<file path="config.mk">
export PLATFORM = sky130hd
export DESIGN_NAME = cis_core
export DESIGN_NICKNAME = d
export VERILOG_FILES = /design/src/cis_pkg.sv /design/src/cis_core.sv
export SDC_FILE = /design/constraint.sdc
export NUM_CORES = 1
export LEC_CHECK = 0
export BUFFER_PORTS_ARGS = -buffer_cell sky130_fd_sc_hd__buf_4
export CORE_ASPECT_RATIO = 1.25
export CORE_UTILIZATION = 35
export CTS_CLUSTER_DIAMETER = 150
export DETAILED_ROUTE_END_ITERATION = 8
export PLACE_DENSITY_LB_ADDON = 0.12
export SKIP_LAST_GASP = 1
export SLEW_MARGIN = 10
export SYNTH_ARGS = -nofsm -noshare
export SYNTH_HDL_FRONTEND = slang
export SYNTH_SLANG_ARGS = --single-unit
</file>
<file path="constraint.sdc">
create_clock -name sys_clk -period 2.6 [get_ports sys_clk]
set_input_delay 0.52 -clock sys_clk [delete_from_list [all_inputs] [get_ports sys_clk]]
set_output_delay 0.52 -clock sys_clk [all_outputs]
set_load 0.01 [all_outputs]
</file>
<file path="src/cis_pkg.sv">
/*
 Shared constants and carrier types of the interrupt sequencer.
 Assumes one core clock and an AXI4-Lite slave with 32-bit data.
*/
package cis_pkg;

   // Register byte offsets.
   localparam logic [7:0] CIS_OFF_CTRL = 8'h00;
   localparam logic [7:0] CIS_OFF_ENABLE = 8'h04;
   localparam logic [7:0] CIS_OFF_FLAGS = 8'h08;
   localparam logic [7:0] CIS_OFF_STATUS = 8'h0c;
   localparam logic [7:0] CIS_OFF_SP = 8'h10;

   // Field positions in the control register.
   localparam int CIS_CTRL_GIE = 0;
   localparam int CIS_CTRL_VBS = 1;
   localparam int CIS_CTRL_FUSE = 2;

   // Reset values.
   localparam logic [15:0] CIS_SP_RST = 16'h0000;
   localparam logic CIS_GIE_RST = 1'b0;

   // Cycle counts of entry, wake-up extension and return.
   localparam int CIS_ENTRY_CYC = 4;
   localparam int CIS_WAKE_CYC = 4;
   localparam int CIS_RETURN_FROM_IRQ_INSTR_CYC = 4;
   // Words between vectors (one two-word jump each).
   localparam int CIS_VEC_STRIDE = 2;

   localparam logic [1:0] CIS_RESP_OK = 2'b00;
   localparam logic [1:0] CIS_RESP_SLVERR = 2'b10;

   // Sequencer states.
   typedef enum logic [3:0] {
      CIS_ST_RUN = 4'b0001,
      CIS_ST_WAKE = 4'b0010,
      CIS_ST_ENTRY = 4'b0100,
      CIS_ST_RETURN = 4'b1000
   } cis_state_e;

   // Instruction retire report from the core.
   typedef struct packed {
      logic retire;
      logic return_from_irq_instr;
      logic sei;
      logic cli;
   } cis_op_s;

   // Byte-wide stack port toward data memory.
   typedef struct packed {
      logic we;
      logic re;
      logic [15:0] addr;
      logic [7:0] wdata;
   } cis_stk_s;

   // Program counter load toward the core.
   typedef struct packed {
      logic valid;
      logic [15:0] pc;
   } cis_pc_s;

endpackage
</file>
<file path="src/cis_core.sv">
/*
 Interrupt sequencer of an 8-bit core: flags, enables, priority pick,
 entry and return sequences, stack pushes and pops, AXI4-Lite registers.
 Assumes the core reports each retired instruction with a one-cycle pulse,
 stalls while core_hold is high, and that fuse and lock inputs are stable
 on-chip levels in this clock domain.
*/
// Design decisions made here: the AXI4-Lite slave port and the address map.
`timescale 1ns/1ps

////////////////////////////////////////////////////////////////////////////////

// How it works
// Reset and each source own a vector
// Take needs source enable and global enable
// Lock bits suppress interrupts by PC region
// Lower vector address wins; reset first
// Base select moves vectors to boot
// Boot fuse moves reset vector to boot
// Taking an interrupt clears global enable
// Software setting global enable allows nesting
// Return sets global enable
// Hardware clears flag when vectoring
// Writing one clears a flag
// Flag held while source disabled
// Flags held while globally disabled, serviced by priority
// Level sources request only while present
// One main instruction after return first
// Software saves status register itself
// Global disable acts at once
// Instruction after global enable runs first
// Entry takes four cycles, pushes PC
// Multi-cycle instruction completes before entry
// Wake adds four cycles to entry
// Return takes four cycles, pops PC
// Entry push decrements stack pointer by two
// Vector is base plus per-source offset
module cis_core import cis_pkg::*; #(
   parameter int N_SRC = 8,
   parameter logic [N_SRC-1:0] LEVEL_MASK = '0,
   parameter logic [15:0] BOOT_START = 16'hf000
) (
   // Clock and reset.
   input wire logic sys_clk,
   input wire logic rst_n,
   // AXI4-Lite slave.
   input wire logic [7:0] s_axi_awaddr,
   input wire logic s_axi_awvalid,
   output logic s_axi_awready,
   input wire logic [31:0] s_axi_wdata,
   input wire logic [3:0] s_axi_wstrb,
   input wire logic s_axi_wvalid,
   output logic s_axi_wready,
   output logic [1:0] s_axi_bresp,
   output logic s_axi_bvalid,
   input wire logic s_axi_bready,
   input wire logic [7:0] s_axi_araddr,
   input wire logic s_axi_arvalid,
   output logic s_axi_arready,
   output logic [31:0] s_axi_rdata,
   output logic [1:0] s_axi_rresp,
   output logic s_axi_rvalid,
   input wire logic s_axi_rready,
   // Interrupt sources.
   input wire logic [N_SRC-1:0] src_event,
   input wire logic [N_SRC-1:0] src_level,
   // Fuse and lock levels.
   input wire logic reset_vector_boot_fuse,
   input wire logic app_section_lock_bit,
   input wire logic boot_section_lock_bit,
   // Core side.
   input wire cis_op_s core_op,
   input wire logic core_sleeping,
   input wire logic [15:0] core_pc,
   input wire logic [7:0] stk_rdata,
   output logic core_hold,
   output cis_pc_s vec_load,
   output cis_pc_s ret_load,
   output cis_stk_s stk,
   output logic [15:0] reset_vector,
   output logic global_en
);

   localparam int IDX_W = (N_SRC > 1) ? $clog2(N_SRC) : 1;

   cis_state_e state_r;
   logic [2:0] cnt_r;
   logic [N_SRC-1:0] flag_r;
   logic [N_SRC-1:0] en_r;
   logic vector_base_select;
   logic [15:0] sp_r;
   logic [15:0] pc_save_r;
   logic [IDX_W-1:0] win_r;
   logic [31:0] wmask;
   logic wr_go;
   logic rd_go;
   logic [N_SRC-1:0] ev_w;
   logic [N_SRC-1:0] req_w;
   logic [N_SRC-1:0] wclr_w;
   logic [IDX_W-1:0] win_idx;
   logic [15:0] vec_base;
   logic pc_in_app;
   logic suppress;
   logic boundary;
   logic take_w;
   logic return_from_irq_instr_go;

   function automatic logic [IDX_W-1:0] pick(input logic [N_SRC-1:0] r);
      logic [IDX_W-1:0] p;
      p = '0;
      for (int i = N_SRC - 1; i >= 0; i--) begin
         if (r[i]) begin
            p = IDX_W'(i);
         end
      end
      return p;
   endfunction

   ////////////////////////////////////////////////////////////////////////////

   // Bus handshakes complete in the cycle of the ready pulse.
   assign wr_go = s_axi_awready && s_axi_awvalid && s_axi_wvalid;
   assign rd_go = s_axi_arready && s_axi_arvalid;
   assign wmask = {{8{s_axi_wstrb[3]}}, {8{s_axi_wstrb[2]}}, {8{s_axi_wstrb[1]}}, {8{s_axi_wstrb[0]}}};
   assign wclr_w = (wr_go && s_axi_awaddr == CIS_OFF_FLAGS) ? N_SRC'(s_axi_wdata & wmask) : '0;

   // Request, priority and suppression terms.
   assign ev_w = src_event & ~LEVEL_MASK;
   assign req_w = ((flag_r & ~LEVEL_MASK) | (src_level & LEVEL_MASK)) & en_r;
   assign win_idx = pick(req_w);
   assign vec_base = vector_base_select ? BOOT_START : 16'h0000;
   assign pc_in_app = core_pc < BOOT_START;
   // A locked section may not be left for the other one through a vector.
   assign suppress = (boot_section_lock_bit && !vector_base_select && !pc_in_app) ||
                     (app_section_lock_bit && vector_base_select && pc_in_app);
   // Entry starts only at an instruction boundary or out of sleep.
   assign boundary = (core_op.retire && !core_op.cli && !core_op.sei && !core_op.return_from_irq_instr) || core_sleeping;
   assign take_w = state_r == CIS_ST_RUN && boundary && global_en && |req_w && !suppress;
   assign return_from_irq_instr_go = state_r == CIS_ST_RUN && core_op.retire && core_op.return_from_irq_instr;

   ////////////////////////////////////////////////////////////////////////////

   // Write address and data are taken together by a one-cycle ready pulse.
   always_ff @(posedge sys_clk) begin
      if (!rst_n) begin
         s_axi_awready <= 1'b0;
         s_axi_wready <= 1'b0;
         s_axi_bvalid <= 1'b0;
         s_axi_bresp <= CIS_RESP_OK;
      end else begin
         s_axi_awready <= s_axi_awvalid && s_axi_wvalid && !s_axi_awready && !s_axi_bvalid;
         s_axi_wready <= s_axi_awvalid && s_axi_wvalid && !s_axi_awready && !s_axi_bvalid;
         if (wr_go) begin
            s_axi_bvalid <= 1'b1;
            s_axi_bresp <= (s_axi_awaddr == CIS_OFF_CTRL || s_axi_awaddr == CIS_OFF_ENABLE ||
                            s_axi_awaddr == CIS_OFF_FLAGS || s_axi_awaddr == CIS_OFF_STATUS ||
                            s_axi_awaddr == CIS_OFF_SP) ? CIS_RESP_OK : CIS_RESP_SLVERR;
         end else if (s_axi_bready) begin
            s_axi_bvalid <= 1'b0;
         end
      end
   end

   // Read channel; unmapped offsets read zero with an error response.
   always_ff @(posedge sys_clk) begin
      if (!rst_n) begin
         s_axi_arready <= 1'b0;
         s_axi_rvalid <= 1'b0;
         s_axi_rdata <= 32'h0000_0000;
         s_axi_rresp <= CIS_RESP_OK;
      end else begin
         s_axi_arready <= s_axi_arvalid && !s_axi_arready && !s_axi_rvalid;
         if (rd_go) begin
            s_axi_rvalid <= 1'b1;
            s_axi_rresp <= CIS_RESP_OK;
            unique case (s_axi_araddr)
               CIS_OFF_CTRL: s_axi_rdata <= {29'h0, reset_vector_boot_fuse, vector_base_select, global_en};
               CIS_OFF_ENABLE: s_axi_rdata <= 32'(en_r);
               CIS_OFF_FLAGS: s_axi_rdata <= 32'(flag_r);
               CIS_OFF_STATUS: s_axi_rdata <= {20'h0, 4'(win_idx), 4'(state_r)};
               CIS_OFF_SP: s_axi_rdata <= {16'h0, sp_r};
               default: begin
                  s_axi_rdata <= 32'h0000_0000;
                  s_axi_rresp <= CIS_RESP_SLVERR;
               end
            endcase
         end else if (s_axi_rready) begin
            s_axi_rvalid <= 1'b0;
         end
      end
   end

   ////////////////////////////////////////////////////////////////////////////

   // Enables and vector base select, written by software only.
   always_ff @(posedge sys_clk) begin
      if (!rst_n) begin
         en_r <= '0;
         vector_base_select <= 1'b0;
      end else if (wr_go) begin
         if (s_axi_awaddr == CIS_OFF_ENABLE) begin
            en_r <= (en_r & ~N_SRC'(wmask)) | N_SRC'(s_axi_wdata & wmask);
         end
         if (s_axi_awaddr == CIS_OFF_CTRL && s_axi_wstrb[0]) begin
            vector_base_select <= s_axi_wdata[CIS_CTRL_VBS];
         end
      end
   end

   // Flags: an event in the clearing cycle wins over both clears.
   always_ff @(posedge sys_clk) begin
      if (!rst_n) begin
         flag_r <= '0;
      end else begin
         flag_r <= (flag_r & ~wclr_w & ~(take_w ? N_SRC'(1) << win_idx : '0)) | ev_w;
      end
   end

   // Global enable bit of the status register.
   always_ff @(posedge sys_clk) begin
      if (!rst_n) begin
         global_en <= CIS_GIE_RST;
      end else if (take_w) begin
         global_en <= 1'b0;
      end else if (state_r == CIS_ST_RETURN && cnt_r == 3'(CIS_RETURN_FROM_IRQ_INSTR_CYC - 1)) begin
         global_en <= 1'b1;
      end else if (core_op.retire && core_op.cli) begin
         global_en <= 1'b0;
      end else if (core_op.retire && core_op.sei) begin
         global_en <= 1'b1;
      end else if (wr_go && s_axi_awaddr == CIS_OFF_CTRL && s_axi_wstrb[0]) begin
         global_en <= s_axi_wdata[CIS_CTRL_GIE];
      end
   end

   // Reset vector follows the boot fuse.
   always_ff @(posedge sys_clk) begin
      if (!rst_n) begin
         reset_vector <= 16'h0000;
      end else begin
         reset_vector <= reset_vector_boot_fuse ? BOOT_START : 16'h0000;
      end
   end

   ////////////////////////////////////////////////////////////////////////////

   // Entry and return sequencer; also owns the stack pointer.
   always_ff @(posedge sys_clk) begin
      if (!rst_n) begin
         state_r <= CIS_ST_RUN;
         cnt_r <= 3'h0;
         core_hold <= 1'b0;
         win_r <= '0;
         pc_save_r <= 16'h0000;
         sp_r <= CIS_SP_RST;
         vec_load <= '0;
         ret_load <= '0;
         stk <= '0;
      end else begin
         vec_load.valid <= 1'b0;
         ret_load.valid <= 1'b0;
         stk.we <= 1'b0;
         stk.re <= 1'b0;
         if (wr_go && s_axi_awaddr == CIS_OFF_SP) begin
            sp_r <= (sp_r & ~wmask[15:0]) | (s_axi_wdata[15:0] & wmask[15:0]);
         end
         unique case (state_r)
            CIS_ST_RUN: begin
               cnt_r <= 3'h0;
               if (take_w) begin
                  win_r <= win_idx;
                  pc_save_r <= core_pc;
                  core_hold <= 1'b1;
                  state_r <= core_sleeping ? CIS_ST_WAKE : CIS_ST_ENTRY;
               end else if (return_from_irq_instr_go) begin
                  core_hold <= 1'b1;
                  state_r <= CIS_ST_RETURN;
               end
            end
            CIS_ST_WAKE: begin
               cnt_r <= cnt_r + 3'h1;
               if (cnt_r == 3'(CIS_WAKE_CYC - 1)) begin
                  cnt_r <= 3'h0;
                  state_r <= CIS_ST_ENTRY;
               end
            end
            CIS_ST_ENTRY: begin
               cnt_r <= cnt_r + 3'h1;
               if (cnt_r == 3'h0) begin
                  stk.we <= 1'b1;
                  stk.addr <= sp_r;
                  stk.wdata <= pc_save_r[7:0];
               end else if (cnt_r == 3'h1) begin
                  stk.we <= 1'b1;
                  stk.addr <= sp_r - 16'h0001;
                  stk.wdata <= pc_save_r[15:8];
                  sp_r <= sp_r - 16'h0002;
               end else if (cnt_r == 3'(CIS_ENTRY_CYC - 1)) begin
                  core_hold <= 1'b0;
                  vec_load.valid <= 1'b1;
                  vec_load.pc <= vec_base + 16'((32'(win_r) + 1) * CIS_VEC_STRIDE);
                  state_r <= CIS_ST_RUN;
               end
            end
            CIS_ST_RETURN: begin
               cnt_r <= cnt_r + 3'h1;
               if (cnt_r == 3'h0) begin
                  stk.re <= 1'b1;
                  stk.addr <= sp_r + 16'h0001;
               end else if (cnt_r == 3'h1) begin
                  ret_load.pc[15:8] <= stk_rdata;
                  stk.re <= 1'b1;
                  stk.addr <= sp_r + 16'h0002;
               end else if (cnt_r == 3'h2) begin
                  ret_load.pc[7:0] <= stk_rdata;
                  sp_r <= sp_r + 16'h0002;
               end else begin
                  core_hold <= 1'b0;
                  ret_load.valid <= 1'b1;
                  state_r <= CIS_ST_RUN;
               end
            end
         endcase
      end
   end
endmodule

</file>
=== Yosys cells after proc, flatten, opt, wreduce, memory -nomap -nowiden ===
Index checks and enable logic that the tools add are counted.

* Bits of input ports: 107
* Register bits: 177

* Bitwise logic cells: 19
* Reduce and logical (&&, ||, !) cells: 72
* $lt $le $gt $ge: 1
* Add/sub/neg operators: 7
* Shift-type cells: 1
* Eq/ne operators: 25
* Muxes and demuxes: 61

{| class="wikitable"
|+ Operators with widths
! cell !! number
|-
| $mux 16 || 8
|-
| $pmux 16 s5 || 1
|-
| $pmux 16 s2 || 2
|-
| $mux 17 || 3
|-
| $mux 24 || 2
|-
| $and 8x8->8 || 5
|-
| $mux 4 || 9
|-
| $and 16x16->16 || 2
|-
| $eq 8x4->1 const B || 4
|-
| $mux 3 || 10
|-
| $logic_and 1x1->1 || 29
|-
| $not 8->8 || 3
|-
| $mux 1 || 19
|-
| $add 16x1->16 const B || 1
|-
| $add 16x2->16 const B || 1
|-
| $add 16x5->16 || 1
|-
| $eq 8x3->1 const B || 2
|-
| $eq 8x5->1 const B || 2
|-
| $logic_not 8->1 || 2
|-
| $lt 16x16->1 const B || 1
|-
| $mux 8 || 2
|-
| $not 16->16 || 1
|-
| $or 16x16->16 || 1
|-
| $or 8x8->8 || 2
|-
| 33 further kinds || 73
|}

=== Longest topological paths before layout ===
Gate-level depths: netlist of run 1.

* Depth in word-level cells: 14
* Mapped depth: 11
* Mapped depth without buffers: 8

=== Worst setup path before layout of run 1 ===
No wires, ideal clock.

* Path kind: reg-to-reg
* From: register sp_r[1]
* To: register stk[17] (netlist bit)
* Period minus slack after synthesis: 2,359 ps
* Buffers on the path: 1
* Library setup time: 74 ps
* Setup slack: 241 ps
* Arrival time: 2,285 ps
* Stages on the path, launching flop included: 10
* Cell sequence: dfxtp_1 > clkbuf_1 > inv_1 > ha_1 > or3b_1 > nor3_4 > nand3_1 > xor2_1 > or3_1 > a31oi_1

* Word-level cells in the longest chain between the ends: 4
* Elaborated cells on any way between the ends: 8
* Those cells by class: 3 x add/sub; 5 x mux

{| class="wikitable"
|+ Ends and longest elaborated chain
! element !! line !! source
|-
| start, declared || cis_core.sv:91 || <nowiki>logic [15:0] sp_r;</nowiki>
|-
| start signal, assigned || cis_core.sv:265 || <nowiki>sp_r <= (sp_r & ~wmask[15:0]) | (s_axi_wdata[15:0] & wmask[15:0]);</nowiki>
|-
| start signal, assigned || cis_core.sv:297 || <nowiki>sp_r <= sp_r - 16'h0002;</nowiki>
|-
| start signal, assigned || cis_core.sv:316 || <nowiki>sp_r <= sp_r + 16'h0002;</nowiki>
|-
| $add 16x2->16 or $sub 16x1->16 (tied branches) || cis_core.sv:313, cis_core.sv:295 ||
|-
| $mux 17 or $mux 24 (tied branches) || cis_core.sv:310, cis_core.sv:293 ||
|-
| $mux 17 or $mux 24 (tied branches) || cis_core.sv:307, cis_core.sv:289 ||
|-
| $pmux 16 s2 (*) || cis_core.sv:267 || <nowiki>unique case (state_r)</nowiki>
|-
| end, declared || cis_core.sv:79 || <nowiki>output cis_stk_s stk,</nowiki>
|}

Mark *: on every way between the ends. The rest lies on a longest branch, timed or not. The select of a mux whose other input is x is not followed.
A chain may end at the register's enable or synchronous reset.

=== Worst setup path after layout of run 1 ===
* From: register cnt_r[0]
* To: register sp_r[8]

* Word-level cells in the longest chain between the ends: 5
* Elaborated cells on any way between the ends: 9
* Those cells by class: 2 x eq/ne; 6 x mux; 1 x reduce/logical

{| class="wikitable"
|+ Ends and longest elaborated chain
! element !! line !! source
|-
| start, declared || cis_core.sv:87 || <nowiki>logic [2:0] cnt_r;</nowiki>
|-
| start signal, assigned || cis_core.sv:281 || <nowiki>cnt_r <= cnt_r + 3'h1;</nowiki>
|-
| start signal, assigned || cis_core.sv:288 || <nowiki>cnt_r <= cnt_r + 3'h1;</nowiki>
|-
| start signal, assigned || cis_core.sv:306 || <nowiki>cnt_r <= cnt_r + 3'h1;</nowiki>
|-
| $eq 3x2->1 || cis_core.sv:314 || <nowiki>end else if (cnt_r == 3'h2) begin</nowiki>
|-
| $mux 16 || cis_core.sv:314 ||
|-
| $mux 16 || cis_core.sv:310 || <nowiki>end else if (cnt_r == 3'h1) begin</nowiki>
|-
| $mux 16 || cis_core.sv:307 || <nowiki>if (cnt_r == 3'h0) begin</nowiki>
|-
| $pmux 16 s2 (*) || cis_core.sv:267 ||
|}

Mark *: on every way between the ends. The rest lies on a longest branch, timed or not.

==> results of run 1 <==
[logic make-up (layout without fill, tap and decap cells)]
family	count (synthesis)	in the layout	share of synthesized area, %
simple gates	396	396	25.3
compound gates	268	268	22.8
flops	133	133	34.9
buf+inv	128	269	8.97
mux	31	31	4.10
xor+xnor	17	17	1.95
fa+ha+maj	12	12	1.97
other cells	1	38	0.0492
[state kept, by name, summed over array words and instances (netlist names), 3 cells and up, named ones only]
signal       flops
cnt_r            3
state_r          4
flag_r           8
vec_load         6
s_axi_rdata     16
sp_r            16
win_r            3
stk             26
pc_save_r       16
ret_load        17
[synthesized netlist by cell type (5+ instances only)]
cell / n
a31oi_1: 12
nor2b_1: 12
nor2_1: 110
ha_1: 12
clkbuf_1: 50
nor3_1: 25
inv_1: 12
o211ai_1: 5
a22oi_1: 21
a32oi_1: 5
nand3_1: 21
nand4_1: 14
a2bb2oi_1: 6
a311oi_1: 10
nand2b_1: 8
a211oi_1: 6
o221ai_1: 5
nand2_1: 132
o22ai_1: 6
mux2i_1: 29
buf_4: 48
and3_1: 9
dfxtp_1: 133
a21oi_1: 90
o21ai_0: 49
nor4_1: 10
xor2_1: 7
nor4b_1: 10
a221oi_1: 7
and2_1: 12
xnor2_1: 10
o21a_1: 6
buf_2: 12
[routing by layer]
metal  vias up  track usage (%)  wire, um
met1      3661             28.0     10800
met5         -                0         0
li1       3804                -         -
met2       229             41.0     13100
met4         0             10.6       779
met3        51             4.35      1240
[worst paths after layout]
kind                     to  slack, ps  cells past startpoint
setup / recovery    sp_r[8]        230                      9
hold / removal    flag_r[4]        300                      3
setup reg to reg    sp_r[8]        230                      9
hold reg to reg     stk[12]        450                      2
[final cells by class]
class	count	share of cell area [%]
Inverter	12	0.461
Timing Repair Buffer	226	17.6
Sequential cell	133	27.3
Clock buffer	20	4.68
Tap cell	279	3.58
Clock inverter	11	1.04
Multi-Input combinational cell	762	45.3
[critical path, stage by stage (launching register included)]
cell     delay (ps)
dfxtp_1         380
inv_1            80
ha_1            350
nor2_1          270
nand2_1         160
nor2_1          380
buf_4           250
a32oi_1         110
o22a_1          200
a21oi_1         130
[report_power, final]
group / total (W) / internal, W / switching (W)
registers: 0.00226 / 0.00217 / 0.0000928
logic: 0.00131 / 0.000573 / 0.000734
clock network: 0.00230 / 0.00136 / 0.000942
[metrics by stage]
stage               total power (W)  cells  area, um2
finish                      0.00587   1443       9760
global route                0.00615   1443       9760
CTS                         0.00592   1443       9760
floorplan                   0.00308   1023       7770
global placement            0.00360   1412       9200
detailed placement          0.00361   1412       9200
==> results by group, run 1 <==
Run status
  • Status: finished clean

Setup path
  • Critical path type: flop to flop
  • Worst-path fanout max: 10
  • Worst R2R Start: cnt_r[0]
  • Crit. End Element: flop
  • Arrival time at the worst endpoint: 2730 ps
  • Worst Setup Start Kind: flop
  • CP required: 2950 ps
  • CP Launch Point: cnt_r[0]

Pwr
  • Worst ir drop on vdd: 457 uV
  • Static leakage power: 3.91 nW
  • P per Cell Area: 602 nW/um2

Run
  • Max Cap Viol: 0

Finish
  • Storage cell area: 2660 um2
  • Final net count: 1271
  • Most common cell after layout, fill and taps aside: buf_4
  • Fillers: 2252
  • Area of the multi-input gates: 4430 um2
  • Post-layout util: 45.5%
  • Commonest non-fill, non-tap cells in the layout: buf_4 (224), dfxtp_1 (133), nand2_1 (132)
  • Ratio of cells with drive above 1 in the final layout: 23.7%
  • Ant. Diodes: 0
  • Syn-to-layout area delta: 28.0%

Clock network
  • Cts bufs inserted: 17
  • CTS resizes: 0
  • Clock Tree Buf Depth: 2
  • Clk Latency, worst-skew pair: 420 ps
  • Htree depth: 4
  • Buffer count from post-CTS setup fixing: 0
  • Clk sinks: 133
  • CTS tree: done
  • Clk Tree Root Cell: clkbuf_16
  • Clk pin slew, worst setup/hold paths: 60 ps
  • Hold_buf cts: 0

Detailed routing
  • Pre-Repair DR Iteration Count: 5
  • Routed len/inst: 18.0 um
  • Vias: 7745
  • Post-route ant nets: 0
  • 1st-iter DRT viols: 489
  • Post-route DRC: 0
  • Total routed wirelength: 25900 um
  • Vias per Instance: 5.37

Synthesis
  • Synth Instances: 986
  • Yosys top cell area share: 34.9%
  • Register area share after synthesis: 34.9%
  • Synth warn: 0
  • Unique masters post-synth: 75
  • Ys flop type: dfxtp_1
  • Post-synth EDFFs: 0
  • Mapped Area: 7630 um2
  • Avg Inst Size Synth: 7.74 um2
  • Cell taking the most area after synthesis: dfxtp_1
  • Area contributors post-synth: dfxtp_1 (35%), nand2_1 (6.5%), a21oi_1 (5.9%), nor2_1 (5.4%), buf_4 (4.7%)
  • Synth async-reset ratio: 0%
  • Flop and latch count out of synthesis: 133

Global routing
  • Tot GR Track Use: 23.6%
  • Number of global-route vias before repair: 7456
  • Initial antenna violation count: 0
  • First-pass GRT wire length: 41200 um
  • Overflow after GRT: 0
  • Pin count of the biggest net entering global routing: 52

Timing
  • Min Clock Period, post-route: 2370 ps
  • Fin Hold WS: 300 ps
  • Final WS setup: 226 ps
  • Setup Total Neg Slack: 0 ps
  • RSZ-0062 raised after global routing: no
  • Crit share post-route: 91.3%
  • Least-Margin Pin Slew: 689 ps
  • Fmax: 421 MHz
  • Final setup viols: 0
  • Clock skew: 12.3 ps
  • Slew HR: 53.6%
  • Final slew viol count: 0
  • Final hold violation count: 0

Floorplan
  • Initial Utilization: 35.5%
  • IO Pins: 226
  • Die ar.: 22400 um2
  • Die width: 134 um
  • Site Rows: 60
  • Core area: 21500 um2
  • Die height: 167 um

Worst hold path
  • Hold path start: src_event[4]
  • Hold/Removal Path Class: input port to flop

Place
  • Post-Place Worst Slack: 182 ps
  • Detailed Place HPWL: 19600 um
  • Final Wtd Congestion: 0.876
  • IO buf count: 161
Note: power is estimated with default switching activity, not from simulation.
==> run 2: changes to the inputs <==
--- a/config.mk
+++ b/config.mk
@@ -8,9 +8,12 @@
 export BUFFER_PORTS_ARGS = -buffer_cell sky130_fd_sc_hd__buf_4
 export CORE_ASPECT_RATIO = 1.25
 export CORE_UTILIZATION = 35
+export CTS_BUF_LIST = sky130_fd_sc_hd__clkbuf_4 sky130_fd_sc_hd__clkbuf_8
 export CTS_CLUSTER_DIAMETER = 150
 export DETAILED_ROUTE_END_ITERATION = 8
+export MAX_ROUTING_LAYER = met4
 export PLACE_DENSITY_LB_ADDON = 0.12
+export REMOVE_ABC_BUFFERS = 1
 export SKIP_LAST_GASP = 1
 export SLEW_MARGIN = 10
 export SYNTH_ARGS = -nofsm -noshare
==> run 2 against run 1 <==
  * Power fell by 12%
  * Final cell count down 0.21%
  * Clock power fell by 27%
  * Final area fell by 2.2%
  * Setup slack improved by 24 ps
  * Largest power group is now sequential cells
  * Wire length shrank 5.8%
  * Critical path depth fell by 1
  * Die area stayed put
  * Sequential share of layout area increased by 0.62 points
  * Fmax rose by 1.0%
  * Via count up 0.30%
==> results by group, run 2 (same netlist as run 1, synthesis figures left out) <==
Timing
  • Setup Total Neg Slack: 0 ps (unchanged)
  • RSZ-0062 raised after global routing: no
  • Final hold violation count: 0 (unchanged)
  • Final slew viol count: 0 (unchanged)
  • Least-Margin Pin Slew: 597 ps (-91.9 ps)
  • Min Clock Period, post-route: 2350 ps (-24.3 ps)
  • Final setup viols: 0 (unchanged)
  • Clock skew: 15.8 ps (+3.52 ps)
  • Slew HR: 59.8% (+6.2 points)
  • Crit share post-route: 90.4% (-0.93 points)
  • Fmax: 426 MHz (+1.0%)

Pwr
  • Sw Share: 33.1% (+3.0 points)
  • Static leakage power: 3.81 nW (-2.6%)
  • Power Internal: 0.00347 W (-15%)
  • Power share of the combinational group: 23.3% (+1.1 points)
  • Power share of the clock group: 32.6% (-6.6 points)
  • Worst ir drop on vdd: 271 uV (-41%)
  • Design Power: 0.00519 W (-12%)
  • Sequential power share: 44.2% (+5.7 points)
  • Switching power of the nets: 0.00171 W (-3.1%)
  • P per Cell Area: 543 nW/um2 (-9.7%)

Finish
  • Fillers: 2305 (+2.4%)
  • Max FFs per register: 26 (unchanged)
  • Most common cell after layout, fill and taps aside: buf_4
  • Largest registers: stk: 26 flops, ret_load: 17 flops
  • Commonest non-fill, non-tap cells in the layout: buf_4 (220), dfxtp_1 (133), nand2_1 (132)
  • Ratio of cells with drive above 1 in the final layout: 23.6% (-0.11 points)
  • Ant. Diodes: 0 (unchanged)
  • Non-Filler Instances: 1440 (-0.21%)
  • Largest Register: stk
  • Final net count: 1267 (-0.31%)
  • Syn-to-layout area delta: 25.1%

Global routing
  • Tot GR Track Use: 22.2% (-1.4 points)
  • Number of global-route vias before repair: 7282 (-2.3%)
  • Overflow after GRT: 0 (unchanged)
  • First-pass GRT wire length: 38100 um (-7.5%)
  • Initial antenna violation count: 0 (unchanged)
  • Pin count of the biggest net entering global routing: 41 (-21%)

Floorplan
  • IO Pins: 226 (unchanged)
  • Site Rows: 60 (unchanged)
  • Die height: 167 um (unchanged)
  • Initial Utilization: 35.5% (unchanged)
  • Core area: 21500 um2 (unchanged)
  • Die ar.: 22400 um2 (unchanged)
  • Die width: 134 um (unchanged)

Clock network
  • Clk sinks: 133 (unchanged)
  • Buffer count from post-CTS setup fixing: 0 (unchanged)
  • CTS resizes: 0 (unchanged)
  • CTS tree: done
  • Cts bufs inserted: 17 (unchanged)
  • Hold_buf cts: 0 (unchanged)
  • Clk Tree Root Cell: clkbuf_8
  • Htree depth: 4 (unchanged)
  • Clk pin slew, worst setup/hold paths: 90 ps (+30 ps)
  • Clock Tree Buf Depth: 2 (unchanged)
  • Clk Latency, worst-skew pair: 460 ps (+40 ps)

Place
  • Detailed Place HPWL: 18300 um (-6.5%)
  • Inst Count DP: 1408 (-0.28%)
  • IO buf count: 161 (unchanged)
  • Final Wtd Congestion: 0.913 (+4.3%)

Detailed routing
  • Post-route DRC: 0 (unchanged)
  • 1st-iter DRT viols: 514 (+5.1%)
  • Vias: 7768 (+0.30%)
  • Vias per Instance: 5.39 (+0.51%)
  • Post-route ant nets: 0 (unchanged)
  • Pre-Repair DR Iteration Count: 5 (unchanged)
  • Total routed wirelength: 24400 um (-5.8%)
  • Routed len/inst: 17.0 um (-5.6%)

Setup path
  • Flop-to-flop setup slack: 250 ps (+20 ps)
  • Cell family with most CP delay: simple AND/OR/NAND/NOR gates
  • Critical path type: flop to flop
  • Worst-path fanout max: 10 (unchanged)
  • Arrival time at the worst endpoint: 2730 ps (about the same)
  • CP required: 2980 ps (+30 ps)
  • Crit. End Element: flop
  • Worst R2R Start: cnt_r[1]
  • Crit-path slowest cell: nor2b_1
  • CP Launch Point: cnt_r[1]
  • CP Cell Sequence: inv_1, ha_1, nor2b_1, nand2_1, nor2_1, o221ai_1, o21a_1, a21oi_1
  • Largest stage delay on the critical path: 470 ps (+90 ps)
  • Worst Setup Start Kind: flop
  • WP buf/inv: 1 (-1)

Run
  • Max Cap Viol: 0 (unchanged)

Run status
  • Status: finished clean

Worst hold path
  • Hold path start: src_event[6]
  • Hold/Removal Path Class: input port to flop
==> run 2: cell count changes in the layout (fill, tap and decap cells not counted), moves of 3 or more <==
| cell | delta |
|---|---|
| clkbuf_16 | -17 |
| buf_4 | -4 |
| clkinv_4 | +3 |
| clkbuf_8 | +15 |
==> run 2: metal layers <==
layer	GRT usage, %	wire, um	vias up
met2	36.5	11700	282
met5	-	0	-
met4	8.74	635	0
met3	3.87	1350	47
met1	26.9	10700	3646
li1	-	-	3793
==> run 2: worst min-delay path: cells and delay by family <==
family | cells | cell delay, ps
buf+inv | 1 | 80
compound gates | 1 | 50
simple gates | 1 | 30
==> run 2: metrics by stage <==
stage / worst slack (ps) / instance area, um2 / hold slack (ps) / utilization [%]
after floorplan: -681 / 7130 / 433 / -
after global placement: 258 / 9170 / 442 / 42.7
after detailed placement: 244 / 9170 / 449 / 42.7
after CTS: 285 / 9540 / 246 / 44.5
after global routing: 61.6 / 9540 / 260 / 44.5
final: 250 / 9540 / 262 / 44.5
==> run 2: worst paths after layout <==
path                         to  depth (start not counted)
setup / recovery        stk[13]                          8
hold reg to reg   s_axi_arready                          1
hold / removal        flag_r[6]                          3
setup reg to reg        stk[13]                          8
==> run 2: layout make-up <==
cell class                      instances  area, um2  area share, %
Multi-Input combinational cell        762       4430           46.4
Tap cell                              279        349           3.66
Clock buffer                           18        241           2.53
Timing Repair Buffer                  222       1690           17.7
Sequential cell                       133       2660           27.9
Inverter                               12       45.0          0.472
Clock inverter                         14        129           1.35
==> run 2: power groups by stage <==
stage	sequential, W	clock [W]	combinational (W)
2_1_floorplan	0.00236	0	0.000605
3_3_place_gp	0.00233	0	0.00120
3_5_place_dp	0.00234	0	0.00121
4_1_cts	0.00229	0.00174	0.00121
5_1_grt	0.00231	0.00181	0.00132
6_report	0.00229	0.00169	0.00121
==> run 3: changes to the inputs <==
--- a/config.mk
+++ b/config.mk
@@ -13,6 +13,7 @@
 export DETAILED_ROUTE_END_ITERATION = 8
 export MAX_ROUTING_LAYER = met4
 export PLACE_DENSITY_LB_ADDON = 0.12
+export RECOVER_POWER = 100
 export REMOVE_ABC_BUFFERS = 1
 export SKIP_LAST_GASP = 1
 export SLEW_MARGIN = 10
==> run 3 against run 2 <==
  * First-iteration DRC count shrank 1.2%
  * Worst hold slack gained 1.9 ps
  * Setup slack lost 59 ps
  * Die area is the same
  * Combinational power shrank 7%
  * Wire length shrank 0.15%
  * Largest power group unchanged
==> results by group, run 3 (same netlist as run 1, synthesis figures left out) <==
Run status
  • Status: finished clean

Pwr
  • Sequential power share: 44.9% (+0.7 points)
  • Static leakage power: 3.43 nW (-9.8%)
  • Switching power of the nets: 0.00170 W (-0.71%)
  • Power share of the combinational group: 22.0% (-1.3 points)
  • Power Internal: 0.00338 W (-2.5%)
  • Sw Share: 33.5% (+0.41 points)
  • P per Cell Area: 554 nW/um2 (+1.9%)
  • Worst ir drop on vdd: 271 uV (-0.32%)
  • Design Power: 0.00509 W (-1.9%)
  • Power share of the clock group: 33.1% (+0.5 points)

Detailed routing
  • Vias per Instance: 5.37 (-0.37%)
  • Total routed wirelength: 24400 um (-0.15%)
  • Post-route DRC: 0 (unchanged)
  • Pre-Repair DR Iteration Count: 5 (unchanged)
  • 1st-iter DRT viols: 508 (-1.2%)
  • Post-route ant nets: 0 (unchanged)
  • Routed len/inst: 16.9 um (-0.15%)
  • Vias: 7739 (-0.37%)

Finish
  • Largest Register: stk
  • Ratio of cells with drive above 1 in the final layout: 15.9% (-7.7 points)
  • Commonest non-fill, non-tap cells in the layout: dfxtp_1 (133), nand2_1 (132), buf_4 (127)
  • Most common cell after layout, fill and taps aside: dfxtp_1
  • Largest registers: stk: 26 flops, ret_load: 17 flops
  • Post-layout util: 42.8% (-1.7 points)
  • Post-route cell area: 9190 um2 (-3.8%)
  • Max FFs per register: 26 (unchanged)
  • Syn-to-layout area delta: 20.4%
  • Non-Filler Instances: 1440 (unchanged)
  • Final net count: 1267 (unchanged)
  • Ant. Diodes: 0 (unchanged)

Global routing
  • Overflow after GRT: 0 (unchanged)
  • First-pass GRT wire length: 38100 um (unchanged)
  • Number of global-route vias before repair: 7282 (unchanged)
  • Pin count of the biggest net entering global routing: 41 (unchanged)
  • Tot GR Track Use: 22.2% (unchanged)
  • Initial antenna violation count: 0 (unchanged)

Setup path
  • Worst-path fanout max: 8 (-2)
  • Critical path type: flop to flop
  • Crit-path slowest cell: or3b_2
  • Worst Setup Start Kind: flop
  • Largest stage delay on the critical path: 630 ps (+160 ps)
  • Crit. End Element: flop
  • CP Cell Sequence: inv_1, ha_1, or3b_2, nor2_1, clkbuf_2, nand2_1, a21oi_1
  • Arrival time at the worst endpoint: 2780 ps (+50 ps)
  • CP required: 2970 ps (about the same)
  • Cell family with most CP delay: simple AND/OR/NAND/NOR gates
  • WP buf/inv: 2 (+1)

Timing
  • Final slew viol count: 0 (unchanged)
  • Setup Total Neg Slack: 0 ps (unchanged)
  • Slew HR: 45.1% (-15 points)
  • Least-Margin Pin Slew: 823 ps (+225 ps)
  • Final hold violation count: 0 (unchanged)
  • Clock skew: 15.1 ps (-0.711 ps)
  • RSZ-0062 raised after global routing: no
  • Crit share post-route: 92.6% (+2.3 points)
  • Final setup viols: 0 (unchanged)
  • Fmax: 415 MHz (-2.4%)
  • Min Clock Period, post-route: 2410 ps (+58.9 ps)

Floorplan
  • Die width: 134 um (unchanged)
  • Core area: 21500 um2 (unchanged)
  • IO Pins: 226 (unchanged)
  • Die height: 167 um (unchanged)
  • Site Rows: 60 (unchanged)
  • Initial Utilization: 35.5% (unchanged)
  • Die ar.: 22400 um2 (unchanged)

Place
  • Inst Count DP: 1408 (unchanged)
  • IO buf count: 161 (unchanged)
  • Instance area at placement: 9170 um2 (unchanged)
  • Final Wtd Congestion: 0.913 (unchanged)
  • Detailed Place HPWL: 18300 um (unchanged)

Clock network
  • Clk pin slew, worst setup/hold paths: 90 ps (about the same)
  • Buffer count from post-CTS setup fixing: 0 (unchanged)
  • Clock Tree Buf Depth: 2 (unchanged)
  • Clk Tree Root Cell: clkbuf_8
  • CTS resizes: 0 (unchanged)
  • Clk sinks: 133 (unchanged)
  • Htree depth: 4 (unchanged)
  • Hold_buf cts: 0 (unchanged)
  • Cts bufs inserted: 17 (unchanged)
  • Clk Latency, worst-skew pair: 460 ps (about the same)
  • CTS tree: done

Run
  • Max Cap Viol: 0 (unchanged)

Worst hold path
  • Hold/Removal Path Class: input port to flop
[run 3: power by group through the flow]
stage          clock, W  combinational [W]  sequential [W]
3_3_place_gp          0            0.00120         0.00233
2_1_floorplan         0           0.000605         0.00236
5_1_grt         0.00181            0.00123         0.00231
6_report        0.00168            0.00112         0.00229
4_1_cts         0.00174            0.00121         0.00229
3_5_place_dp          0            0.00121         0.00234
[run 3: path summary, 6_finish.rpt]
kind / startpoint / to / slack, ps / cells after the start
setup / recovery: cnt_r[1] / ret_load[11] / 190 / 7
hold / removal: src_event[6] / flag_r[6] / 260 / 3
setup reg to reg: cnt_r[1] / ret_load[11] / 190 / 7
hold reg to reg: s_axi_rvalid / s_axi_arready / 450 / 1
[run 3: final cells by class]
type | instances | area (um2)
flip-flops and latches | 133 | 2660
clock buffers | 18 | 241
repair buffers | 222 | 1340
fillers | 2405 | 12300
well taps | 279 | 349
inverters | 12 | 45.0
clock inverters | 14 | 129
multi-input cells | 762 | 4420
[run 3: worst reg2reg max path, delay by kind of cell, from the launching register on]
kind	cells	cell delay, ps
adder cells (fa/ha/maj)	1	330
flip-flops	1	320
buffers and inverters	2	440
AO/OA/AOI/OAI	1	120
AND/OR/NAND/NOR	3	1110
[run 3: per-stage QoR]
stage / hold WS [ps] / setup slack (ps)
finish: 263 / 191
global route: 260 / 54.2
CTS: 246 / 285
detailed placement: 449 / 244
global placement: 442 / 258
floorplan: 433 / -681
[run 3: layer usage]
layer / GRT usage [%] / share of wire (%) / up-vias
li1: - / - / 3796
met1: 26.9 / 44 / 3616
met2: 36.5 / 48 / 277
met3: 3.87 / 5.5 / 50
met4: 8.74 / 2.6 / 0
met5: - / 0 / -
